File: src/logic/exec_pkg.sv
// Constants, command layout and opcodes of the bit, shift, flag and
// branch execution unit.
// Assumes a single core clock and a byte-addressed 32-bit register port with word-aligned registers.
package exec_pkg;

  // ****************************************
  // Register port map
  // ****************************************
  localparam int          ADDR_W    = 10;
  localparam int          DATA_W    = 32;
  localparam logic [9:0]  ADDR_CMD  = 10'h000;
  localparam logic [9:0]  ADDR_FLAGS = 10'h004;
  localparam logic [9:0]  ADDR_PC   = 10'h008;
  localparam logic [9:0]  GPR_BASE  = 10'h100;
  localparam logic [9:0]  IO_BASE   = 10'h200;
  // Each window is 32 words; the bits above this select the window
  localparam int          WIN_LSB   = 7;
  localparam int          IDX_LSB   = 2;

  // ****************************************
  // Status flag word layout and reset values
  // ****************************************
  localparam int          F_C = 0;
  localparam int          F_Z = 1;
  localparam int          F_N = 2;
  localparam int          F_V = 3;
  localparam int          F_S = 4;
  localparam int          F_H = 5;
  localparam int          F_T = 6;
  localparam int          F_I = 7;
  localparam logic [7:0]  FLAGS_RST = 8'h00;
  localparam int          PC_W      = 16;
  localparam logic [15:0] PC_RST    = 16'h0000;
  localparam logic [7:0]  REG_RST   = 8'h00;

  // ****************************************
  // Opcodes
  // ****************************************
  typedef enum logic [5:0] {
    OP_NOP,
    OP_BRANCH_NO_OVERFLOW,
    OP_BRANCH_IRQ_ON,
    OP_BRANCH_IRQ_OFF,
    OP_BRANCH_FLAG_SET,
    OP_BRANCH_FLAG_CLEAR,
    OP_IO_BIT_SET,
    OP_IO_BIT_CLEAR,
    OP_SHIFT_LEFT_LOGICAL,
    OP_SHIFT_RIGHT_LOGICAL,
    OP_ROTATE_LEFT_CARRY,
    OP_ROTATE_RIGHT_CARRY,
    OP_SHIFT_RIGHT_ARITH,
    OP_NIBBLE_SWAP,
    OP_FLAG_SET,
    OP_FLAG_CLEAR,
    OP_BIT_TO_TRANSFER_FLAG,
    OP_TRANSFER_FLAG_TO_BIT,
    // Dedicated set/clear pairs, set first, in flag bit order
    OP_CARRY_SET,       OP_CARRY_CLEAR,
    OP_ZERO_SET,        OP_ZERO_CLEAR,
    OP_NEGATIVE_SET,    OP_NEGATIVE_CLEAR,
    OP_OVERFLOW_SET,    OP_OVERFLOW_CLEAR,
    OP_SIGNED_FLAG_SET, OP_SIGNED_FLAG_CLEAR,
    OP_HALF_CARRY_SET,  OP_HALF_CARRY_CLEAR,
    OP_TRANSFER_SET,    OP_TRANSFER_CLEAR,
    OP_IRQ_ENABLE_SET,  OP_IRQ_ENABLE_CLEAR
  } op_t;

  // Command word written to ADDR_CMD, low bits of the write data
  typedef struct packed {
    logic [6:0] offset;    // Signed branch offset
    logic [2:0] flag_sel;  // Status bit for generic flag ops
    logic [2:0] bit_sel;   // Bit within register
    logic [4:0] index;     // General or I/O register number
    op_t        op;
  } cmd_t;

  localparam int CMD_W = 24;

endpackage

File: src/logic/exec_unit.sv
// Execution unit for relative flag branches, I/O bit set/clear, shifts,
// rotates through carry, transfer-flag bit moves and flag set/clear.
// Assumes a master that issues one-cycle read/write strobes on clk and
// polls busy before issuing the next command.
//
// Contract
// - With overflow clear the branch loads pc+offset+1 in 2 cycles, else 1.
// - With interrupt enable set the branch jumps, 1 or 2 cycles, no flags.
// - With interrupt enable clear the branch jumps, 1 or 2 cycles, no flags.
// - I/O bit set forces one I/O bit to 1, keeps the rest, two cycles.
// - I/O bit clear forces one I/O bit to 0, keeps the rest, two cycles.
// - Logical left shift inserts 0 at bit 0 and updates Z, C, N, V.
// - Logical right shift inserts 0 at bit 7 and updates Z, C, N, V.
// - Rotate left puts old carry in bit 0 and old bit 7 in carry.
// - Rotate right puts old carry in bit 7 and old bit 0 in carry.
// - Arithmetic right shift keeps bit 7 and updates Z, C, N, V.
// - Bit store copies one register bit into the transfer flag only.
// - Bit load copies the transfer flag into one register bit, no flags.
// - Single-cycle ops set or clear only the half-carry flag.
// - Single-cycle ops set or clear only the overflow flag.
// - Single-cycle ops set or clear only the signed-test flag.
// - Generic branch-if-set jumps when the selected status bit is 1, branch-if-clear when it is 0.
//
// The register offsets and the address-and-strobe port are this design's own decisions.
`timescale 1ns/1ps

module exec_unit #(
  parameter int NUM_REGS = 32
) (
  // Clock and reset
  input  wire logic                        clk,
  input  wire logic                        sys_rst,
  // Register port
  input  wire logic [exec_pkg::ADDR_W-1:0] addr,
  input  wire logic [exec_pkg::DATA_W-1:0] wdata,
  input  wire logic                        wr_en,
  input  wire logic                        rd_en,
  output logic      [exec_pkg::DATA_W-1:0] rdata,
  // Core state
  output logic                             busy,
  output logic                             done,
  output logic      [7:0]                  status_flags_word,
  output logic      [exec_pkg::PC_W-1:0]   pc
);

  // ****************************************
  // Helpers
  // ****************************************
  // True for a word-aligned address inside one 32-word register window
  function automatic logic in_window(input logic [9:0] a,
                                     input logic [9:0] base);
    in_window = (a[9:exec_pkg::WIN_LSB] == base[9:exec_pkg::WIN_LSB]) &&
                (a[exec_pkg::IDX_LSB-1:0] == 2'h0);
  endfunction

  // Returns {carry_out, result} of a shift or rotate
  function automatic logic [8:0] shift_op(input exec_pkg::op_t op,
                                          input logic [7:0] v,
                                          input logic c);
    case (op)
      exec_pkg::OP_SHIFT_LEFT_LOGICAL:  shift_op = {v[7], v[6:0], 1'b0};
      exec_pkg::OP_SHIFT_RIGHT_LOGICAL: shift_op = {v[0], 1'b0, v[7:1]};
      exec_pkg::OP_ROTATE_LEFT_CARRY:   shift_op = {v[7], v[6:0], c};
      exec_pkg::OP_ROTATE_RIGHT_CARRY:  shift_op = {v[0], c, v[7:1]};
      exec_pkg::OP_SHIFT_RIGHT_ARITH:   shift_op = {v[0], v[7], v[7:1]};
      default:                          shift_op = {c, v};
    endcase
  endfunction

  // ****************************************
  // Decode
  // ****************************************
  typedef enum logic [1:0] {ST_IDLE, ST_EXEC, ST_HOLD} state_t;

  state_t              state;
  state_t              next_state;
  // Accepted command, kept after it ends for readback
  exec_pkg::cmd_t      cur;
  logic [7:0]          gpr [NUM_REGS];
  logic [7:0]          io_reg [NUM_REGS];

  wire exec_pkg::cmd_t cmd_in   = exec_pkg::cmd_t'(
                                    wdata[exec_pkg::CMD_W-1:0]);
  wire                 sel_cmd  = addr == exec_pkg::ADDR_CMD;
  wire                 sel_flag = addr == exec_pkg::ADDR_FLAGS;
  wire                 sel_pc   = addr == exec_pkg::ADDR_PC;
  wire                 sel_gpr  = in_window(addr, exec_pkg::GPR_BASE);
  wire                 sel_io   = in_window(addr, exec_pkg::IO_BASE);
  wire [4:0]           widx     = addr[exec_pkg::WIN_LSB-1:
                                       exec_pkg::IDX_LSB];
  // Commands written while busy are dropped, not queued
  wire                 start    = wr_en && sel_cmd && (state == ST_IDLE);
  wire                 in_exec  = state == ST_EXEC;
  wire                 in_hold  = state == ST_HOLD;

  wire [7:0]           gval     = gpr[cur.index];
  wire [7:0]           ival     = io_reg[cur.index];
  wire [8:0]           sh       = shift_op(cur.op, gval,
                                           status_flags_word[exec_pkg::F_C]);
  wire                 sh_n     = sh[7];
  wire                 sh_v     = sh_n ^ sh[8];
  wire                 is_shift = cur.op inside {
                                    exec_pkg::OP_SHIFT_LEFT_LOGICAL,
                                    exec_pkg::OP_SHIFT_RIGHT_LOGICAL,
                                    exec_pkg::OP_ROTATE_LEFT_CARRY,
                                    exec_pkg::OP_ROTATE_RIGHT_CARRY,
                                    exec_pkg::OP_SHIFT_RIGHT_ARITH};
  wire                 is_io    = cur.op inside {exec_pkg::OP_IO_BIT_SET,
                                                 exec_pkg::OP_IO_BIT_CLEAR};

  // Dedicated flag ops are laid out in set/clear pairs by flag index
  // Codes past the last pair fold onto flag bits as well; avoid them
  wire [5:0]           fop_rel  = 6'(cur.op - exec_pkg::OP_CARRY_SET);
  wire                 is_fop   = cur.op >= exec_pkg::OP_CARRY_SET;
  wire                 is_gfop  = cur.op inside {exec_pkg::OP_FLAG_SET,
                                                 exec_pkg::OP_FLAG_CLEAR};
  wire [2:0]           fop_idx  = is_gfop ? cur.flag_sel : fop_rel[3:1];
  wire                 fop_val  = is_gfop ?
                                  (cur.op == exec_pkg::OP_FLAG_SET) :
                                  !fop_rel[0];

  // Branch condition, low for every other op
  logic taken;
  always_comb begin
    case (cur.op)
      exec_pkg::OP_BRANCH_NO_OVERFLOW:
        taken = !status_flags_word[exec_pkg::F_V];
      exec_pkg::OP_BRANCH_IRQ_ON:
        taken = status_flags_word[exec_pkg::F_I];
      exec_pkg::OP_BRANCH_IRQ_OFF:
        taken = !status_flags_word[exec_pkg::F_I];
      exec_pkg::OP_BRANCH_FLAG_SET:
        taken = status_flags_word[cur.flag_sel];
      exec_pkg::OP_BRANCH_FLAG_CLEAR:
        taken = !status_flags_word[cur.flag_sel];
      default:
        taken = 1'b0;
    endcase
  end

  wire [15:0] target = pc + {{9{cur.offset[6]}}, cur.offset} + 16'h0001;

  // ****************************************
  // Sequencing
  // ****************************************
  // Taken branches and I/O bit ops spend a second cycle in HOLD
  // Branches not taken and all other ops finish in EXEC alone
  always_comb begin
    case (state)
      ST_IDLE: next_state = start ? ST_EXEC : ST_IDLE;
      ST_EXEC: next_state = (taken || is_io) ? ST_HOLD : ST_IDLE;
      ST_HOLD: next_state = ST_IDLE;
      default: next_state = ST_IDLE;
    endcase
  end

  always_ff @(posedge clk or posedge sys_rst) begin
    if (sys_rst) begin
      state <= ST_IDLE;
      busy  <= 1'b0;
      done  <= 1'b0;
      cur   <= '0;
    end else begin
      state <= next_state;
      // Decoded from next_state so both outputs come straight from flops
      busy  <= next_state != ST_IDLE;
      done  <= (state != ST_IDLE) && (next_state == ST_IDLE);
      if (start) begin
        cur <= cmd_in;
      end
    end
  end

  // ****************************************
  // Status flags
  // ****************************************
  // Execution wins over a software write in the same cycle
  logic [7:0] next_flags;
  always_comb begin
    next_flags = status_flags_word;
    if (wr_en && sel_flag) begin
      next_flags = wdata[7:0];
    end
    // Shifts leave S, H, T and I alone
    if (in_exec && is_shift) begin
      next_flags[exec_pkg::F_Z] = sh[7:0] == 8'h00;
      next_flags[exec_pkg::F_C] = sh[8];
      next_flags[exec_pkg::F_N] = sh_n;
      next_flags[exec_pkg::F_V] = sh_v;
    end
    if (in_exec && cur.op == exec_pkg::OP_BIT_TO_TRANSFER_FLAG) begin
      next_flags[exec_pkg::F_T] = gval[cur.bit_sel];
    end
    if (in_exec && (is_fop || is_gfop)) begin
      next_flags[fop_idx] = fop_val;
    end
  end

  always_ff @(posedge clk or posedge sys_rst) begin
    if (sys_rst) begin
      status_flags_word <= exec_pkg::FLAGS_RST;
    end else begin
      status_flags_word <= next_flags;
    end
  end

  // ****************************************
  // Program counter
  // ****************************************
  // Only a taken branch or a write to ADDR_PC moves pc; stepping past other ops is done outside
  wire [15:0] next_pc = (in_exec && taken) ? target :
                        (wr_en && sel_pc)  ? wdata[15:0] : pc;

  always_ff @(posedge clk or posedge sys_rst) begin
    if (sys_rst) begin
      pc <= exec_pkg::PC_RST;
    end else begin
      pc <= next_pc;
    end
  end

  // ****************************************
  // General registers
  // ****************************************
  // Bit load: the register with one bit replaced by T
  logic [7:0] bld_val;
  always_comb begin
    bld_val = gval;
    bld_val[cur.bit_sel] = status_flags_word[exec_pkg::F_T];
  end

  wire g_exec = in_exec && (is_shift ||
                cur.op == exec_pkg::OP_NIBBLE_SWAP ||
                cur.op == exec_pkg::OP_TRANSFER_FLAG_TO_BIT);
  wire [7:0] g_res = is_shift ? sh[7:0] :
                     (cur.op == exec_pkg::OP_NIBBLE_SWAP) ?
                     {gval[3:0], gval[7:4]} : bld_val;
  wire       g_sw  = wr_en && sel_gpr;

  // Software and execution write through separate paths so that a
  // software write to another register is never lost. The execution
  // write comes last and wins when both name the same register.
  always_ff @(posedge clk or posedge sys_rst) begin
    if (sys_rst) begin
      for (int i = 0; i < NUM_REGS; i++) begin
        gpr[i] <= exec_pkg::REG_RST;
      end
    end else begin
      if (g_sw) begin
        gpr[widx] <= wdata[7:0];
      end
      if (g_exec) begin
        gpr[cur.index] <= g_res;
      end
    end
  end

  // ****************************************
  // I/O registers
  // ****************************************
  // The read-modify-write lands in the second cycle of the op
  logic [7:0] io_mod;
  always_comb begin
    io_mod = ival;
    io_mod[cur.bit_sel] = cur.op == exec_pkg::OP_IO_BIT_SET;
  end

  wire       i_exec = in_hold && is_io;
  wire       i_sw   = wr_en && sel_io;

  // Same split as the general registers: the bit op wins on a clash
  always_ff @(posedge clk or posedge sys_rst) begin
    if (sys_rst) begin
      for (int i = 0; i < NUM_REGS; i++) begin
        io_reg[i] <= exec_pkg::REG_RST;
      end
    end else begin
      if (i_sw) begin
        io_reg[widx] <= wdata[7:0];
      end
      if (i_exec) begin
        io_reg[cur.index] <= io_mod;
      end
    end
  end

  // ****************************************
  // Read data
  // ****************************************
  wire [31:0] rd_mux =
    sel_cmd  ? {7'h00, busy, cur} :
    sel_flag ? {24'h000000, status_flags_word} :
    sel_pc   ? {16'h0000, pc} :
    sel_gpr  ? {24'h000000, gpr[widx]} :
    sel_io   ? {24'h000000, io_reg[widx]} : 32'h00000000;

  always_ff @(posedge clk or posedge sys_rst) begin
    if (sys_rst) begin
      rdata <= 32'h00000000;
    end else begin
      // Zero outside the read cycle so a stale word is never taken as fresh
      rdata <= rd_en ? rd_mux : 32'h00000000;
    end
  end

endmodule

File: config.mk
export PLATFORM = sky130hd
export DESIGN_NAME = exec_unit
export DESIGN_NICKNAME = d
export VERILOG_FILES = /design/src/logic/exec_pkg.sv /design/src/logic/exec_unit.sv
export SDC_FILE = /design/constraint.sdc
export NUM_CORES = 2
export LEC_CHECK = 0
export BUFFER_PORTS_ARGS = -buffer_cell sky130_fd_sc_hd__buf_2
export CORE_ASPECT_RATIO = 1.5
export CORE_MARGIN = 8
export CORE_UTILIZATION = 58
export DETAILED_ROUTE_END_ITERATION = 8
export GPL_TIMING_DRIVEN = 0
export PLACE_DENSITY_LB_ADDON = 0.2
export SLEW_MARGIN = 20
export SYNTH_ARGS = -nofsm -noshare
export SYNTH_HDL_FRONTEND = slang
export SYNTH_SLANG_ARGS = --single-unit
File: constraint.sdc
create_clock -name clk -period 36.1 [get_ports clk]
set_input_delay 1.805 -clock clk [delete_from_list [all_inputs] [get_ports clk]]
set_output_delay 1.805 -clock clk [all_outputs]
set_load 0.05 [all_outputs]
==> results.py <==
metrics = {
    "sta": {
        "skew_ps": 38.83,
        "min_period_ps": 6070,
        "tightest_slew_ps": 1303,
        "hold_viol_final": 0,
        "clock.fmax_mhz": 164.8,
        "slew_headroom_pct": 13.16,
        "setup_tns_ps": 0,
        "hold-worst-slack_ps": 474.5,
        "setup_viol": 0,
        "slew_violations": 0,
        "setup_slack_ps": 30030,
        "grt_setup_unrepaired": "no",
        "fin_crit_sh_pct": 16.81,
    },
    "setup_path": {
        "crit_required_ps": 36540,
        "crit_arrival_ps": 6510,
        "path_class": "in -> reg",
        "start_kind": "input pin",
        "critPathCaptureType": "register",
        "crit_top_cell": "clkbuf_1",
        "path_cells": "clkbuf_1, clkbuf_1, clkbuf_1, clkbuf_2, mux4_2, mux2i_1, a21oi_1, o21ai_0, a31oi_1",
        "max_stage_delay_ps": 850,
        "worstPathMaxFanout": 10,
        "cp_slowest_cell": "clkbuf_1",
    },
    "grt": {
        "grt_remaining_overflow": 0,
        "antenna_found_initial": 21,
        "grt_first_pass_wirelength_um": 248600,
        "grt_use_total_pct": 48.21,
        "grt_max_degree": 101,
        "first_global_vias": 33090,
    },
    "power_and_ir_drop": {
        "switching_share_pct": 28.77,
        "power_density_nw_per_um2": 35.97,
        "p_seq_share_pct": 46.2,
        "power_switching_uw": 423.3,
        "p_leak_uw": 0.01424,
        "combPwrFrac_pct": 11.3,
        "clkPwrFrac_pct": 42.5,
        "ir_drop_mv": 0.04715,
        "intPower_uw": 1048,
    },
    "floorplan": {
        "die_w_um": 222.8,
        "dieArea_um2": 72650,
        "io_pins": 104,
        "die_height_um": 326.1,
        "start_util_pct": 58.72,
        "core_area_um2": 63340,
        "num_rows": 113,
    },
    "drt": {
        "drt_iter0_drc": 5416,
        "wl_um": 178000,
        "drt_first_pass_iters": 9,
        "wl_per_cell_um": 37.82,
        "vias": 34500,
        "drc_errors": 0,
        "postRouteAntennaNets": 0,
        "viasPerCell": 7.331,
    },
    "cts": {
        "cts_root_buffer": "clkbuf_16",
        "insertion_delay_ps": 700,
        "cts_tree": "built",
        "hold_buffers": 0,
        "clock_sinks": 589,
        "postCtsSetupRepairBufs": 0,
        "post_cts_resized": 0,
        "clockBufferDepth": 3,
        "cts_buffers": 58,
        "path_clk_slew_ps": 60,
        "cts.htree.levels": 2,
    },
    "outcome": {
        "status": "finished, final reports clean",
    },
    "placed_design": {
        "place_ws_ps": 29840,
        "portBuffers": 78,
        "dp_hpwl_um": 126500,
        "dpl.cell_count": 4585,
        "routabilityCongestion": 1.161,
    },
    "logic_synthesis": {
        "syn_inst": 3681,
        "yosysTopAreaCell": "dfrtp_1",
        "async_reset_ff_share_pct": 100.0,
        "synth_warnings": 0,
        "synth_seq_cells": 589,
        "ys_types": 77,
        "synth_edf_count": 0,
        "seq_area_frac_synth_pct": 39.63,
        "synth_top_flop_cell": "dfrtp_1",
        "syn_area_per_cell_um2": 10.10,
        "synth_top_area_share_pct": 39.63,
        "synth_area_leaders": "dfrtp_1 (40%), mux4_2 (12%), mux2i_1 (11%)",
        "syn-cell-area_um2": 37190,
    },
    "layout": {
        "layout-drive-gt1-share_pct": 20.39,
        "fillerInstances": 5344,
        "final_util_pct": 64.59,
        "layout.nets": 3904,
        "synthToLayoutAreaGrowth_pct": 9.998,
        "final-instance-count-excl-fill": 4706,
        "multi_input_area_um2": 21150,
        "regArea_um2": 14740,
    },
    "run": {
        "cap_violations": 0,
    },
    "min_path": {
        "hp-class": "reg -> reg",
    },
}
[cells by family after synthesis]
group	share of synthesized area, %
AND/OR/NAND/NOR	11.66
multiplexers	31.75
AO/OA/AOI/OAI	12.27
flip-flops	39.63
buffers and inverters	3.778
adder cells (fa/ha/maj)	0.5921
XOR/XNOR	0.3061
other	0.01008
[power by group through the flow]
stage	Combinational, uW	Clock (uW)	Sequential, uW
after floorplan	87.6	0	690
after global placement	152	0	691
after detailed placement	155	0	691
after CTS	156	620	679
after global routing	169	643	680
final	167	626	679
[layer usage]
layer | share of wire, % | global-route usage (%) | vias up
met4 | 12 | 45.59 | 10
met1 | 31 | 50.95 | 16830
met3 | 13 | 19.52 | 1014
met2 | 44 | 72.49 | 2829
li1 | - | - | 13810
met5 | 0.042 | 0 | -
[final timing paths]
check | start | endpoint | slack, ps | cells past startpoint
worst max-delay path | addr[3] | rdata[3] | 30030 | 9
worst min-delay path | busy | rdata[24] | 470 | 1
worst max register to register | cur[6] | gpr[182] | 30370 | 12
worst min register to register | busy | rdata[24] | 470 | 1
max in group asynchronous | sys_rst | io_reg[59] | 33210 | 5
min in group asynchronous | sys_rst | pc[5] | 1170 | 2
[per-stage QoR]
step	instance area (um2)	total power [uW]
5_1_grt	40880	1492
2_1_floorplan	37210	777.1
6_report	40910	1472
3_3_place_gp	38610	843.3
3_5_place_dp	38960	846.3
4_1_cts	40830	1454
[cell usage after synthesis, types with 14 or more instances]
| master | number |
|---|---|
| a21oi_1 | 296 |
| a22o_1 | 15 |
| a22oi_1 | 29 |
| a31oi_1 | 19 |
| buf_1 | 18 |
| buf_2 | 52 |
| buf_4 | 15 |
| clkbuf_1 | 223 |
| dfrtp_1 | 589 |
| ha_1 | 16 |
| inv_1 | 14 |
| mux2_2 | 272 |
| mux2i_1 | 426 |
| mux4_2 | 199 |
| nand2_1 | 444 |
| nand3_1 | 34 |
| nor2_1 | 410 |
| nor3_1 | 33 |
| o211ai_1 | 14 |
| o21ai_0 | 290 |
| o22ai_1 | 60 |
[cell type report]
cell class | instances | area share, %
Multi-Input combinational cell | 2768 | 51.70
Sequential cell | 589 | 36.03
Clock buffer | 75 | 3.924
Buffer | 314 | 3.352
Tap cell | 805 | 2.462
Timing Repair Buffer | 94 | 1.627
Clock inverter | 29 | 0.6423
Inverter | 16 | 0.1652
Antenna cell | 16 | 0.09787
[critical path: cells and delay by family]
kind	cells	cell delay, ps
AO/OA/AOI/OAI	3	940
buffers and inverters	4	2940
multiplexers	2	790
[placed cells by master, fill, tap and decap left out, types with 19 or more instances in the layout]
master	n
nand2_1	444
o21ai_0	290
clkbuf_16	58
buf_2	137
nor2_1	401
a21oi_1	296
nor3_1	31
nand3_1	34
a31oi_1	19
clkbuf_1	218
a22oi_1	29
mux2i_1	424
mux4_2	199
dfrtp_1	589
o22ai_1	60
mux2_2	272
Note: power is estimated with default switching activity, not from simulation.
